## src/pkg/ftu_defines.svh

```systemverilog
// ftu_defines.svh: timing counts and field encodings of the four-timer unit
// assumes inclusion by bare name from design files
`ifndef FTU_DEFINES_SVH
`define FTU_DEFINES_SVH
// ------------------------------------------------------------
// resets and clock selection
// ------------------------------------------------------------
`define FTU_RST_BYTE 8'hFF
`define FTU_RST_WORD 16'hFFFF
`define FTU_CLKDIV_ONCHIP 2'b10
`define FTU_FIX_DIV_BIT 3
// ------------------------------------------------------------
// wide timer source codes
// ------------------------------------------------------------
`define FTU_SRC_DIV2 3'h0
`define FTU_SRC_DIV16 3'h1
`define FTU_SRC_DIV32 3'h2
`define FTU_SRC_DIV64 3'h3
`define FTU_SRC_DIV128 3'h4
`define FTU_SRC_DIV256 3'h5
`define FTU_SRC_ALT 3'h6
`endif

```

## src/pkg/ftu_pkg.sv

```systemverilog
// ftu_pkg: types of the four-timer unit
// assumes the defines header is compiled alongside
package ftu_pkg;
  typedef enum logic [1:0] {
    FTU_MODE_TIMER,
    FTU_MODE_PULSE,
    FTU_MODE_EVENT,
    FTU_MODE_WIDTH
  } ftu_mode_t;
endpackage

```

## src/design/ftu_timers.sv

```systemverilog
// ftu_timers: two 8-bit and two 16-bit down-counting timers with prescalers
// assumes a cpu-side byte port on i_mclk; pins arrive unsynchronised
//
// Summary of operation
// - reload value n divides by n+1
// - count down, underflow after zero, reload
// - underflow sets that timer's request flag
// - divider takes on-chip oscillator when bits 10
// - fixed prescaler counts clock divided by sixteen
// - 8-bit write loads latch and counter
// - 8-bit read returns live count
// - fixed timer steps on prescaler underflow
// - fixed timer never stops
// - mode timer has four modes, source select
// - pulse mode toggles counter pin on underflow
// - pulse starts high with polarity 0
// - secondary output drives inverted pulse when enabled
// - event mode counts chosen counter pin edge
// - width mode gates count by pin level
// - stop bit halts mode timer in all modes
// - pin request on falling edge, polarity 0
// - wide timer source choices, seventh alternate
// - wide timers underflow after 0000, reload, flag
// - write-control 1 writes latch only
`timescale 1ns/1ps
`include "ftu_defines.svh"
module ftu_timers (
  input wire logic i_mclk,
  input wire logic i_rst,
  input wire logic [1:0] i_clk_div_sel,
  input wire logic i_onchip_osc,
  input wire logic i_counter_pin,
  input wire logic [7:0] i_wdata,
  input wire logic i_fixed_prescaler_reg_wr,
  input wire logic i_fixed_timer_reg_wr,
  input wire logic i_mode_prescaler_reg_wr,
  input wire logic i_mode_timer_wr,
  input wire logic i_wide_timer_a_low_wr,
  input wire logic i_wide_timer_a_high_wr,
  input wire logic i_wide_timer_b_low_wr,
  input wire logic i_wide_timer_b_high_wr,
  input wire logic i_wide_timer_a_high_rd,
  input wire logic i_wide_timer_b_high_rd,
  input wire logic [1:0] i_mode,
  input wire logic i_edge_pol,
  input wire logic i_count_stop,
  input wire logic i_sec_out_en,
  input wire logic [1:0] i_mode_src_sel,
  input wire logic [2:0] i_wide_a_src_sel,
  input wire logic [2:0] i_wide_b_src_sel,
  input wire logic i_wide_a_latch_only,
  input wire logic i_wide_b_latch_only,
  input wire logic [3:0] i_irq_clr,
  output logic [7:0] o_fixed_prescaler_reg,
  output logic [7:0] o_fixed_timer_reg,
  output logic [7:0] o_mode_prescaler_reg,
  output logic [7:0] o_mode_timer,
  output logic [7:0] o_wide_timer_a_low,
  output logic [7:0] o_wide_timer_a_high,
  output logic [7:0] o_wide_timer_b_low,
  output logic [7:0] o_wide_timer_b_high,
  output logic o_fixed_irq,
  output logic o_mode_irq,
  output logic o_wide_a_irq,
  output logic o_wide_b_irq,
  output logic o_counter_pin_irq,
  output logic o_counter_pin_out,
  output logic o_counter_pin_oe_n,
  output logic o_secondary_timer_output
);
  // ------------------------------------------------------------
  // helpers
  // ------------------------------------------------------------
  // one step of a reloading down-counter; uf high when it wraps
  // a write on the same edge overrides this step in the callers
  function automatic logic [16:0] ftu_step16(input logic [15:0] cnt, input logic [15:0] lat,
                                             input logic en);
    if (!en)
      ftu_step16 = {1'b0, cnt};
    else if (cnt == 16'h0000)
      ftu_step16 = {1'b1, lat};
    else
      ftu_step16 = {1'b0, cnt - 16'h0001};
  endfunction

  // code 7 picks no tap at all, so that timer rests
  function automatic logic ftu_src(input logic [2:0] sel, input logic [7:0] tick,
                                   input logic alt);
    case (sel)
      `FTU_SRC_DIV2: ftu_src = tick[0];
      `FTU_SRC_DIV16: ftu_src = tick[3];
      `FTU_SRC_DIV32: ftu_src = tick[4];
      `FTU_SRC_DIV64: ftu_src = tick[5];
      `FTU_SRC_DIV128: ftu_src = tick[6];
      `FTU_SRC_DIV256: ftu_src = tick[7];
      `FTU_SRC_ALT: ftu_src = alt;
      default: ftu_src = 1'b0;
    endcase
  endfunction

  // ------------------------------------------------------------
  // pin synchronisers and divider
  // ------------------------------------------------------------
  // the _d_r flops are a third stage, read only by the edge detectors
  logic [1:0] pin_sync_r, osc_sync_r;
  logic pin_d_r, osc_d_r;
  logic [7:0] div_r, div_nxt;
  logic [7:0] tick;
  logic div_src, pin_rise, pin_fall, osc_tick, ones_run;

  always_comb begin
    osc_tick = osc_sync_r[1] & ~osc_d_r;
    pin_rise = pin_sync_r[1] & ~pin_d_r;
    pin_fall = ~pin_sync_r[1] & pin_d_r;
    div_src = (i_clk_div_sel == `FTU_CLKDIV_ONCHIP) ? osc_tick : 1'b1;
    div_nxt = div_src ? div_r + 8'h01 : div_r;
    // tick[k]: one pulse per 2^(k+1) source counts, a running and of the low bits
    ones_run = div_src;
    for (int k = 0; k < 8; k++) begin
      ones_run = ones_run & div_r[k];
      tick[k] = ones_run;
    end
  end

  always_ff @(posedge i_mclk) begin
    if (i_rst) begin
      pin_sync_r <= 2'b00;
      osc_sync_r <= 2'b00;
      pin_d_r <= 1'b0;
      osc_d_r <= 1'b0;
      div_r <= 8'h00;
    end else begin
      pin_sync_r <= {pin_sync_r[0], i_counter_pin};
      osc_sync_r <= {osc_sync_r[0], i_onchip_osc};
      pin_d_r <= pin_sync_r[1];
      osc_d_r <= osc_sync_r[1];
      div_r <= div_nxt;
    end
  end

  // ------------------------------------------------------------
  // counters
  // ------------------------------------------------------------
  logic [7:0] fp_r, fp_nxt, fpl_r, fpl_nxt, ft_r, ft_nxt, ftl_r, ftl_nxt;
  logic [7:0] mp_r, mp_nxt, mpl_r, mpl_nxt, mt_r, mt_nxt, mtl_r, mtl_nxt;
  logic [15:0] wa_r, wa_nxt, wal_r, wal_nxt, wb_r, wb_nxt, wbl_r, wbl_nxt;
  logic [7:0] wa_buf_r, wa_buf_nxt, wb_buf_r, wb_buf_nxt;
  logic [7:0] wa_rdl_r, wa_rdl_nxt, wb_rdl_r, wb_rdl_nxt;
  logic [3:0] irq_r, irq_nxt;
  logic cirq_r, cirq_nxt, pout_r, pout_nxt;
  logic [16:0] s_fp, s_ft, s_mp, s_mt, s_wa, s_wb;
  logic m_src, m_run, mode_pulse, mode_ev, mode_wd;
  logic [3:0] uf;

  always_comb begin
    mode_pulse = i_mode == ftu_pkg::FTU_MODE_PULSE;
    mode_ev = i_mode == ftu_pkg::FTU_MODE_EVENT;
    mode_wd = i_mode == ftu_pkg::FTU_MODE_WIDTH;
    // no stop input reaches the fixed pair: it always runs
    s_fp = ftu_step16({8'h00, fp_r}, {8'h00, fpl_r}, tick[`FTU_FIX_DIV_BIT]);
    s_ft = ftu_step16({8'h00, ft_r}, {8'h00, ftl_r}, s_fp[16]);
    if (mode_ev)
      m_src = i_edge_pol ? pin_fall : pin_rise;
    else
      m_src = ftu_src({1'b0, i_mode_src_sel}, tick, 1'b0);
    m_run = !i_count_stop && (!mode_wd || (pin_sync_r[1] ^ i_edge_pol));
    s_mp = ftu_step16({8'h00, mp_r}, {8'h00, mpl_r}, m_src && m_run);
    s_mt = ftu_step16({8'h00, mt_r}, {8'h00, mtl_r}, s_mp[16]);
    s_wa = ftu_step16(wa_r, wal_r, ftu_src(i_wide_a_src_sel, tick, osc_tick));
    s_wb = ftu_step16(wb_r, wbl_r, ftu_src(i_wide_b_src_sel, tick, s_wa[16]));
    uf = {s_wb[16], s_wa[16], s_mt[16], s_ft[16]};

    fpl_nxt = i_fixed_prescaler_reg_wr ? i_wdata : fpl_r;
    fp_nxt = i_fixed_prescaler_reg_wr ? i_wdata : s_fp[7:0];
    ftl_nxt = i_fixed_timer_reg_wr ? i_wdata : ftl_r;
    ft_nxt = i_fixed_timer_reg_wr ? i_wdata : s_ft[7:0];
    mpl_nxt = i_mode_prescaler_reg_wr ? i_wdata : mpl_r;
    mp_nxt = i_mode_prescaler_reg_wr ? i_wdata : s_mp[7:0];
    mtl_nxt = i_mode_timer_wr ? i_wdata : mtl_r;
    mt_nxt = i_mode_timer_wr ? i_wdata : s_mt[7:0];

    // low byte waits in a buffer so the counter never sees half a word
    wa_buf_nxt = i_wide_timer_a_low_wr ? i_wdata : wa_buf_r;
    wb_buf_nxt = i_wide_timer_b_low_wr ? i_wdata : wb_buf_r;
    wal_nxt = i_wide_timer_a_high_wr ? {i_wdata, wa_buf_r} : wal_r;
    wbl_nxt = i_wide_timer_b_high_wr ? {i_wdata, wb_buf_r} : wbl_r;
    wa_nxt = (i_wide_timer_a_high_wr && !i_wide_a_latch_only) ?
             {i_wdata, wa_buf_r} : s_wa[15:0];
    wb_nxt = (i_wide_timer_b_high_wr && !i_wide_b_latch_only) ?
             {i_wdata, wb_buf_r} : s_wb[15:0];
    // low byte frozen at the high read, so the pair read stays matched
    wa_rdl_nxt = i_wide_timer_a_high_rd ? wa_r[7:0] : wa_rdl_r;
    wb_rdl_nxt = i_wide_timer_b_high_rd ? wb_r[7:0] : wb_rdl_r;

    // set wins over a clear in the same cycle
    irq_nxt = (irq_r & ~i_irq_clr) | uf;
    // the interrupt edge is opposite to the counting edge
    // a new edge beats a clear in the same cycle, so no request is lost
    cirq_nxt = (cirq_r & ~i_irq_clr[0]) | (i_edge_pol ? pin_rise : pin_fall);

    // parked at its start level outside pulse mode, ready for entry
    if (!mode_pulse)
      pout_nxt = ~i_edge_pol;
    else
      pout_nxt = pout_r ^ uf[1];
  end

  always_ff @(posedge i_mclk) begin
    if (i_rst) begin
      // all ones: longest period until software first writes
      fp_r <= `FTU_RST_BYTE;
      fpl_r <= `FTU_RST_BYTE;
      ft_r <= `FTU_RST_BYTE;
      ftl_r <= `FTU_RST_BYTE;
      mp_r <= `FTU_RST_BYTE;
      mpl_r <= `FTU_RST_BYTE;
      mt_r <= `FTU_RST_BYTE;
      mtl_r <= `FTU_RST_BYTE;
      wa_r <= `FTU_RST_WORD;
      wal_r <= `FTU_RST_WORD;
      wb_r <= `FTU_RST_WORD;
      wbl_r <= `FTU_RST_WORD;
      wa_buf_r <= 8'h00;
      wb_buf_r <= 8'h00;
      wa_rdl_r <= 8'h00;
      wb_rdl_r <= 8'h00;
      irq_r <= 4'h0;
      cirq_r <= 1'b0;
      pout_r <= 1'b1;
    end else begin
      fp_r <= fp_nxt;
      fpl_r <= fpl_nxt;
      ft_r <= ft_nxt;
      ftl_r <= ftl_nxt;
      mp_r <= mp_nxt;
      mpl_r <= mpl_nxt;
      mt_r <= mt_nxt;
      mtl_r <= mtl_nxt;
      wa_r <= wa_nxt;
      wal_r <= wal_nxt;
      wb_r <= wb_nxt;
      wbl_r <= wbl_nxt;
      wa_buf_r <= wa_buf_nxt;
      wb_buf_r <= wb_buf_nxt;
      wa_rdl_r <= wa_rdl_nxt;
      wb_rdl_r <= wb_rdl_nxt;
      irq_r <= irq_nxt;
      cirq_r <= cirq_nxt;
      pout_r <= pout_nxt;
    end
  end

  // ------------------------------------------------------------
  // output registers
  // ------------------------------------------------------------
  always_ff @(posedge i_mclk) begin
    if (i_rst) begin
      o_fixed_prescaler_reg <= `FTU_RST_BYTE;
      o_fixed_timer_reg <= `FTU_RST_BYTE;
      o_mode_prescaler_reg <= `FTU_RST_BYTE;
      o_mode_timer <= `FTU_RST_BYTE;
      o_wide_timer_a_low <= 8'h00;
      o_wide_timer_a_high <= `FTU_RST_BYTE;
      o_wide_timer_b_low <= 8'h00;
      o_wide_timer_b_high <= `FTU_RST_BYTE;
      o_fixed_irq <= 1'b0;
      o_mode_irq <= 1'b0;
      o_wide_a_irq <= 1'b0;
      o_wide_b_irq <= 1'b0;
      o_counter_pin_irq <= 1'b0;
      o_counter_pin_out <= 1'b1;
      o_counter_pin_oe_n <= 1'b1;
      o_secondary_timer_output <= 1'b0;
    end else begin
      // next values, so outputs track the internal registers cycle for cycle
      o_fixed_prescaler_reg <= fp_nxt;
      o_fixed_timer_reg <= ft_nxt;
      o_mode_prescaler_reg <= mp_nxt;
      o_mode_timer <= mt_nxt;
      o_wide_timer_a_low <= wa_rdl_nxt;
      o_wide_timer_a_high <= wa_nxt[15:8];
      o_wide_timer_b_low <= wb_rdl_nxt;
      o_wide_timer_b_high <= wb_nxt[15:8];
      o_fixed_irq <= irq_nxt[0];
      o_mode_irq <= irq_nxt[1];
      o_wide_a_irq <= irq_nxt[2];
      o_wide_b_irq <= irq_nxt[3];
      o_counter_pin_irq <= cirq_nxt;
      o_counter_pin_out <= pout_nxt;
      o_counter_pin_oe_n <= ~mode_pulse;
      o_secondary_timer_output <= i_sec_out_en & mode_pulse & ~pout_nxt;
    end
  end
endmodule

```

## config.mk

```make
export PLATFORM = sky130hd
export DESIGN_NAME = ftu_timers
export DESIGN_NICKNAME = d
export VERILOG_FILES = /design/src/pkg/ftu_pkg.sv /design/src/design/ftu_timers.sv
export VERILOG_INCLUDE_DIRS = /design/src /design/src/pkg
export SDC_FILE = /design/constraint.sdc
export NUM_CORES = 1
export LEC_CHECK = 0
export ABC_AREA = 1
export BUFFER_PORTS_ARGS = -buffer_cell sky130_fd_sc_hd__buf_2
export CAP_MARGIN = 10
export CORE_ASPECT_RATIO = 2
export CORE_MARGIN = 2
export CORE_UTILIZATION = 60
export DETAILED_ROUTE_END_ITERATION = 12
export GPL_TIMING_DRIVEN = 0
export PLACE_DENSITY = 0.89
export SLEW_MARGIN = 20
export SYNTH_ARGS = -nofsm -noshare
export SYNTH_HDL_FRONTEND = slang
export SYNTH_SLANG_ARGS = --single-unit
```

## constraint.sdc

```tcl
create_clock -name i_mclk -period 2.85 [get_ports i_mclk]
set_input_delay 0.57 -clock i_mclk [delete_from_list [all_inputs] [get_ports i_mclk]]
set_output_delay 0.57 -clock i_mclk [all_outputs]
set_load 0.005 [all_outputs]
```

Word-level counts from Yosys, hierarchy flattened
Cells that the tools add are included.
{ "op_classes": {"n_reduce_logical": 24, "eq_ne": 19, "n_addsub": 7, "n_bitwise": 27, "muxes": 26} }
{ "ops": {"columns": ["op", "count"], "rows": [
  ["$mux W17", 12],
  ["$sub A8 B1 Y9 const B", 4],
  ["$logic_not A16 Y1", 2],
  ["$logic_not A8 Y1", 4],
  ["$mux W16", 2],
  ["$mux W8", 4],
  ["$sub A16 B1 Y16 const B", 2],
  ["$eq A3 B3 Y1 const B", 6],
  ["$and A1 B1 Y1", 14],
  ["$pmux W1 S7", 2],
  ["$eq A3 B2 Y1 const B", 4],
  ["$reduce_bool A2 Y1", 6],
  ["$eq A2 B2 Y1 const B", 5],
  ["$add A8 B1 Y8 const B", 1],
  ["$not A1 Y1", 7],
  ["$eq A3 B1 Y1 const B", 2],
  ["$logic_not A3 Y1", 2],
  ["$mux W1", 5],
  ["$and A4 B4 Y4", 1],
  ["$eq A2 B1 Y1 const B", 2],
  ["$logic_and A1 B1 Y1", 4],
  ["$logic_not A1 Y1", 4],
  ["$not A4 Y4", 1],
  ["$or A4 B4 Y4", 1],
  ["other kinds (5)", 6]
]} }
{ "word_totals": {"inputBits": 43, "output_inout_bits": 72, "elab_cells": 135, "regBits": 186} }

Longest topological paths before layout
{ "logic_depth": {"depth_word": 18, "mapped_depth": 14} }

Least setup slack after synthesis
No wires, ideal clock.
{ "synth_path": {"path_kind": "input to register", "start": "input i_clk_div_sel[1]", "end": "register o_wide_timer_b_high[0]", "stages": 14, "required_ns": 2.735, "path_buffers": 1, "slack_ns": 0.942, "arrival_time_ns": 1.793, "cell_sequence": "inv_1 > nor2_2 > nand2_2 > nand3_4 > inv_2 > nand2_1 > o21ai_1 > nor2_1 > nand2_1 > nand3_4 > nand2_4 > buf_12 > a21oi_2 > nand2_1"} }
{ "synth_via": {"elab_chain_len": 14} }
{ "synth_lines": {"columns": ["element", "line_no", "source"], "rows": [
  ["from (decl)", "ftu_timers.sv:30", "input wire logic [1:0] i_clk_div_sel,"],
  ["$eq A2 B2 Y1 (no source line) (*)", null, null],
  ["$mux W1 (*)", "ftu_timers.sv:115", "div_src = (i_clk_div_sel == `FTU_CLKDIV_ONCHIP) ? osc_tick : 1'b1;"],
  ["$and A1 B1 Y1 (*)", "ftu_timers.sv:120", "ones_run = ones_run & div_r[k];"],
  ["$and A1 B1 Y1 (7 in series)", "ftu_timers.sv:120", null],
  ["$pmux W1 S7", "ftu_timers.sv:89", "case (sel)"],
  ["$mux W17", "ftu_timers.sv:78", "if (!en)"],
  ["$pmux W1 S7 (*)", "ftu_timers.sv:89", null],
  ["$reduce_bool A2 Y1 (no source line) (*)", null, null],
  ["to (signal assigned)", "ftu_timers.sv:265", "o_wide_timer_b_high <= `FTU_RST_BYTE;"],
  ["to (signal assigned)", "ftu_timers.sv:283", "o_wide_timer_b_high <= wb_nxt[15:8];"],
  ["to (decl)", "ftu_timers.sv:61", "output logic [7:0] o_wide_timer_b_high,"]
]} }
Mark *: on every way between the ends. The rest lies on a longest branch, timed or not. The select of a mux whose other input is x is not followed.
A chain may end at the register's enable or synchronous reset.

==> results.toml <==
[die]
die_w_um = 90.0
dieArea_sq_um = 15900
rows = 63
start_util_pct = 60.6
ioPinCount = 115
die_h_um = 176
coreArea_sq_um = 14700

[synthesis]
avgSynthCellArea_sq_um = 7.18
post_synth_num_cell_types = 43
synthAdderAreaFrac_pct = 1.13
ys.warnings.count = 0
synth.top_cell.area_share_pct = 41.0
syn-num-nets = 1288
yosysTopAreaCell = "dfxtp_1"
synth-seq-cells = 182
netlist_top_cells_area = "dfxtp_1 (41%), nand2_1 (11%), a21oi_1 (5.6%)"
netlist_instances = 1237
syn-cell-area_sq_um = 8880
synth_top_family_by_area = "simple AND/OR/NAND/NOR gates"
synth_simple_gate_area_share_pct = 28.0
synth_mux_area_share_pct = 0
synth-compound-area-share_pct = 17.4
seq_area_frac_synth_pct = 41.0
synth_xor_area_share_pct = 3.25

[critical_path]
crit_path_end_kind = "register"
worst_setup_path_start_kind = "register"
reg2reg_from = "o_mode_timer[0]"
cpMaxStageDelayCell = "nor3_1"
crit_arrival_ps = 2740
cp_cell_sequence = "inv_1, ha_1, nand2_1, nor3_1, inv_1, nor3_1, buf_2, nand3_1, nand3_1, nand2_1"
critPathMaxFanout = 10
worstSetupPathType = "reg -> reg"
r2r_slack_ps = 420
critPathRequiredTime_ps = 3160
slowest_delay_ps = 600
r2r-end = "o_counter_pin_out"
startpoint = "o_mode_timer[0]"
ff2ff_path_depth = 10

[grt]
grt_pass1_vias = 8754
grt-ovfl-total = 0
grt_pass1_wl_mm = 41.3
antenna_found_initial = 0
grt_use_total_pct = 31.7
grt_start_max_net_pins = 17

[route]
drt_iter0_drc = 764
postRouteAntennaNets = 0
drtPass1Iterations = 5
drc = 0
routed_wl_mm = 25.0
wl_per_cell_um = 15.9
viasPerCell = 5.80
vias = 9091

[clocking]
cts_tree = "done"
cts.sinks = 182
post_cts_buffers = 0
path_clk_slew_ps = 70
ctsResizeCount = 0
h-tree-depth = 4
clockRootBuffer = "clkbuf_16"
ctsHoldBuffers = 0
clock_latency_ps = 430
cts_buffers = 17
cts_max_path_buffers = 2

[power_and_ir_drop]
pwr-share-seq_pct = 47.9
p_comb_share_pct = 12.8
irDropWorstVdd_v = 0.000450
p_per_area_nw_per_um2 = 588
power.switching_uw = 1670
clockPowerShare_pct = 39.4
switching_share_pct = 27.7
internal-power_uw = 4350
p_leak_uw = 0.00475

[cells_and_area]
drive_gt1_share_pct = 14.6
diodes = 0
fillers = 1192
layout.nets = 1410
syn_to_final_growth_pct = 15.2
reg_top3 = "wal_r x16, wbl_r x16"

[placement]
place.gp.congestion = 0.943
numPortBuffers = 103
post-dp-hpwl_mm = 17.6

[timing]
fin_crit_sh_pct = 85.3
fin_setup_tns_ps = 0
final-hold-violation-count = 0
slew_headroom_pct = 42.9
worst_hold_slack_ps = 345
setup_violations = 0
worst-slew-pin-transition_ps = 856
fmax_mhz = 412
final_max_slew_viol_count = 0
rsz0062_at_grt = "false"
min_period_ps = 2430
skew_ps = 11.4

[status]
run_status = "completed"

[hold_path]
hold_depth = 3
whs_endpoint = "pin_sync_r[0]"
hp-class = "in -> reg"
hold_start = "i_counter_pin"

[run]
drv_cap = 0
## area by class of cell
cell class	count	area [sq um]	share of cell area, %
clock buffers	20	447	4.37
repair buffers	103	515	5.04
flip-flops and latches	182	3640	35.6
well taps	195	244	2.38
inverters	127	477	4.66
plain buffers	68	342	3.34
multi-input cells	860	4420	43.2
clock inverters	12	141	1.38
## synthesized netlist by cell type (all sizes together)
master / count
a31oi: 13
xor2: 19
a21boi: 1
inv: 123
nand3b: 1
a211oi: 1
buf: 32
nand3: 102
clkbuf: 36
or2: 3
nor3b: 1
o221ai: 2
o21ai: 94
o2111ai: 15
dfxtp: 182
a21oi: 106
nor3: 18
nand4: 30
o211ai: 32
nor2: 126
o31ai: 1
ha: 8
o21bai: 3
nand2: 269
clkinv: 4
xnor2: 14
and3: 1
## power groups by stage
stage	registers [uW]	logic [uW]	clock network (uW)
2_1_floorplan	2900	499	0
3_3_place_gp	2920	712	0
3_5_place_dp	2930	744	0
4_1_cts	2870	758	2390
5_1_grt	2900	857	2490
6_report	2880	768	2370
## kinds of logic after synthesis
logic type | Yosys count
flip-flops | 182
adder cells (fa/ha/maj) | 8
XOR/XNOR | 33
buffers and inverters | 195
AO/OA/AOI/OAI | 268
AND/OR/NAND/NOR | 551
## metrics by stage
stage / cell area [sq um] / setup slack (ps) / instances / util (%) / total power, uW
after floorplan: 8880 / 942 / 1237 / - / 3400
after global placement: 9640 / 488 / 1535 / 65.8 / 3630
after detailed placement: 9640 / 422 / 1535 / 65.8 / 3670
after CTS: 10200 / 475 / 1567 / 69.8 / 6020
after global routing: 10200 / 293 / 1567 / 69.8 / 6240
final: 10200 / 420 / 1567 / 69.8 / 6020
## layer usage
| metal | global-route usage (%) | up-vias | wire length, um |
|---|---|---|---|
| li1 | - | 4358 | - |
| met1 | 37.0 | 4166 | 9680 |
| met2 | 54.9 | 477 | 12100 |
| met3 | 6.44 | 90 | 1950 |
| met4 | 15.9 | 0 | 1200 |
| met5 | 0 | - | 0 |
## cells in the final DEF (no fill, tap or decap), types with 19 or more instances in the layout
master	netlist	routed
buf_2	5	108
a21oi_1	99	99
o211ai_1	32	32
nand2_1	262	262
o21ai_0	91	91
inv_1	119	119
nor2_1	113	113
dfxtp_1	182	182
nand4_1	29	29
clkbuf_1	36	38
xor2_1	19	19
nand3_1	95	95
## worst max-delay path, delay by kind of cell (launching register included)
kind / cells / cell delay [ps]
adder cells (fa/ha/maj): 1 / 210
buffers and inverters: 3 / 580
flip-flops: 1 / 320
AND/OR/NAND/NOR: 6 / 1210
## worst max-delay path by stage
stage                                    end  cells after the start  slack (ps)
floorplan             o_wide_timer_b_high[0]                     14         940
global placement      o_wide_timer_b_high[4]                     14         490
detailed placement   o_mode_prescaler_reg[2]                     12         420
CTS                 o_secondary_timer_output                      9         470
global route               o_counter_pin_out                     10         290
finish                     o_counter_pin_out                     10         420
No activity file was read; power rests on OpenSTA's default activity.
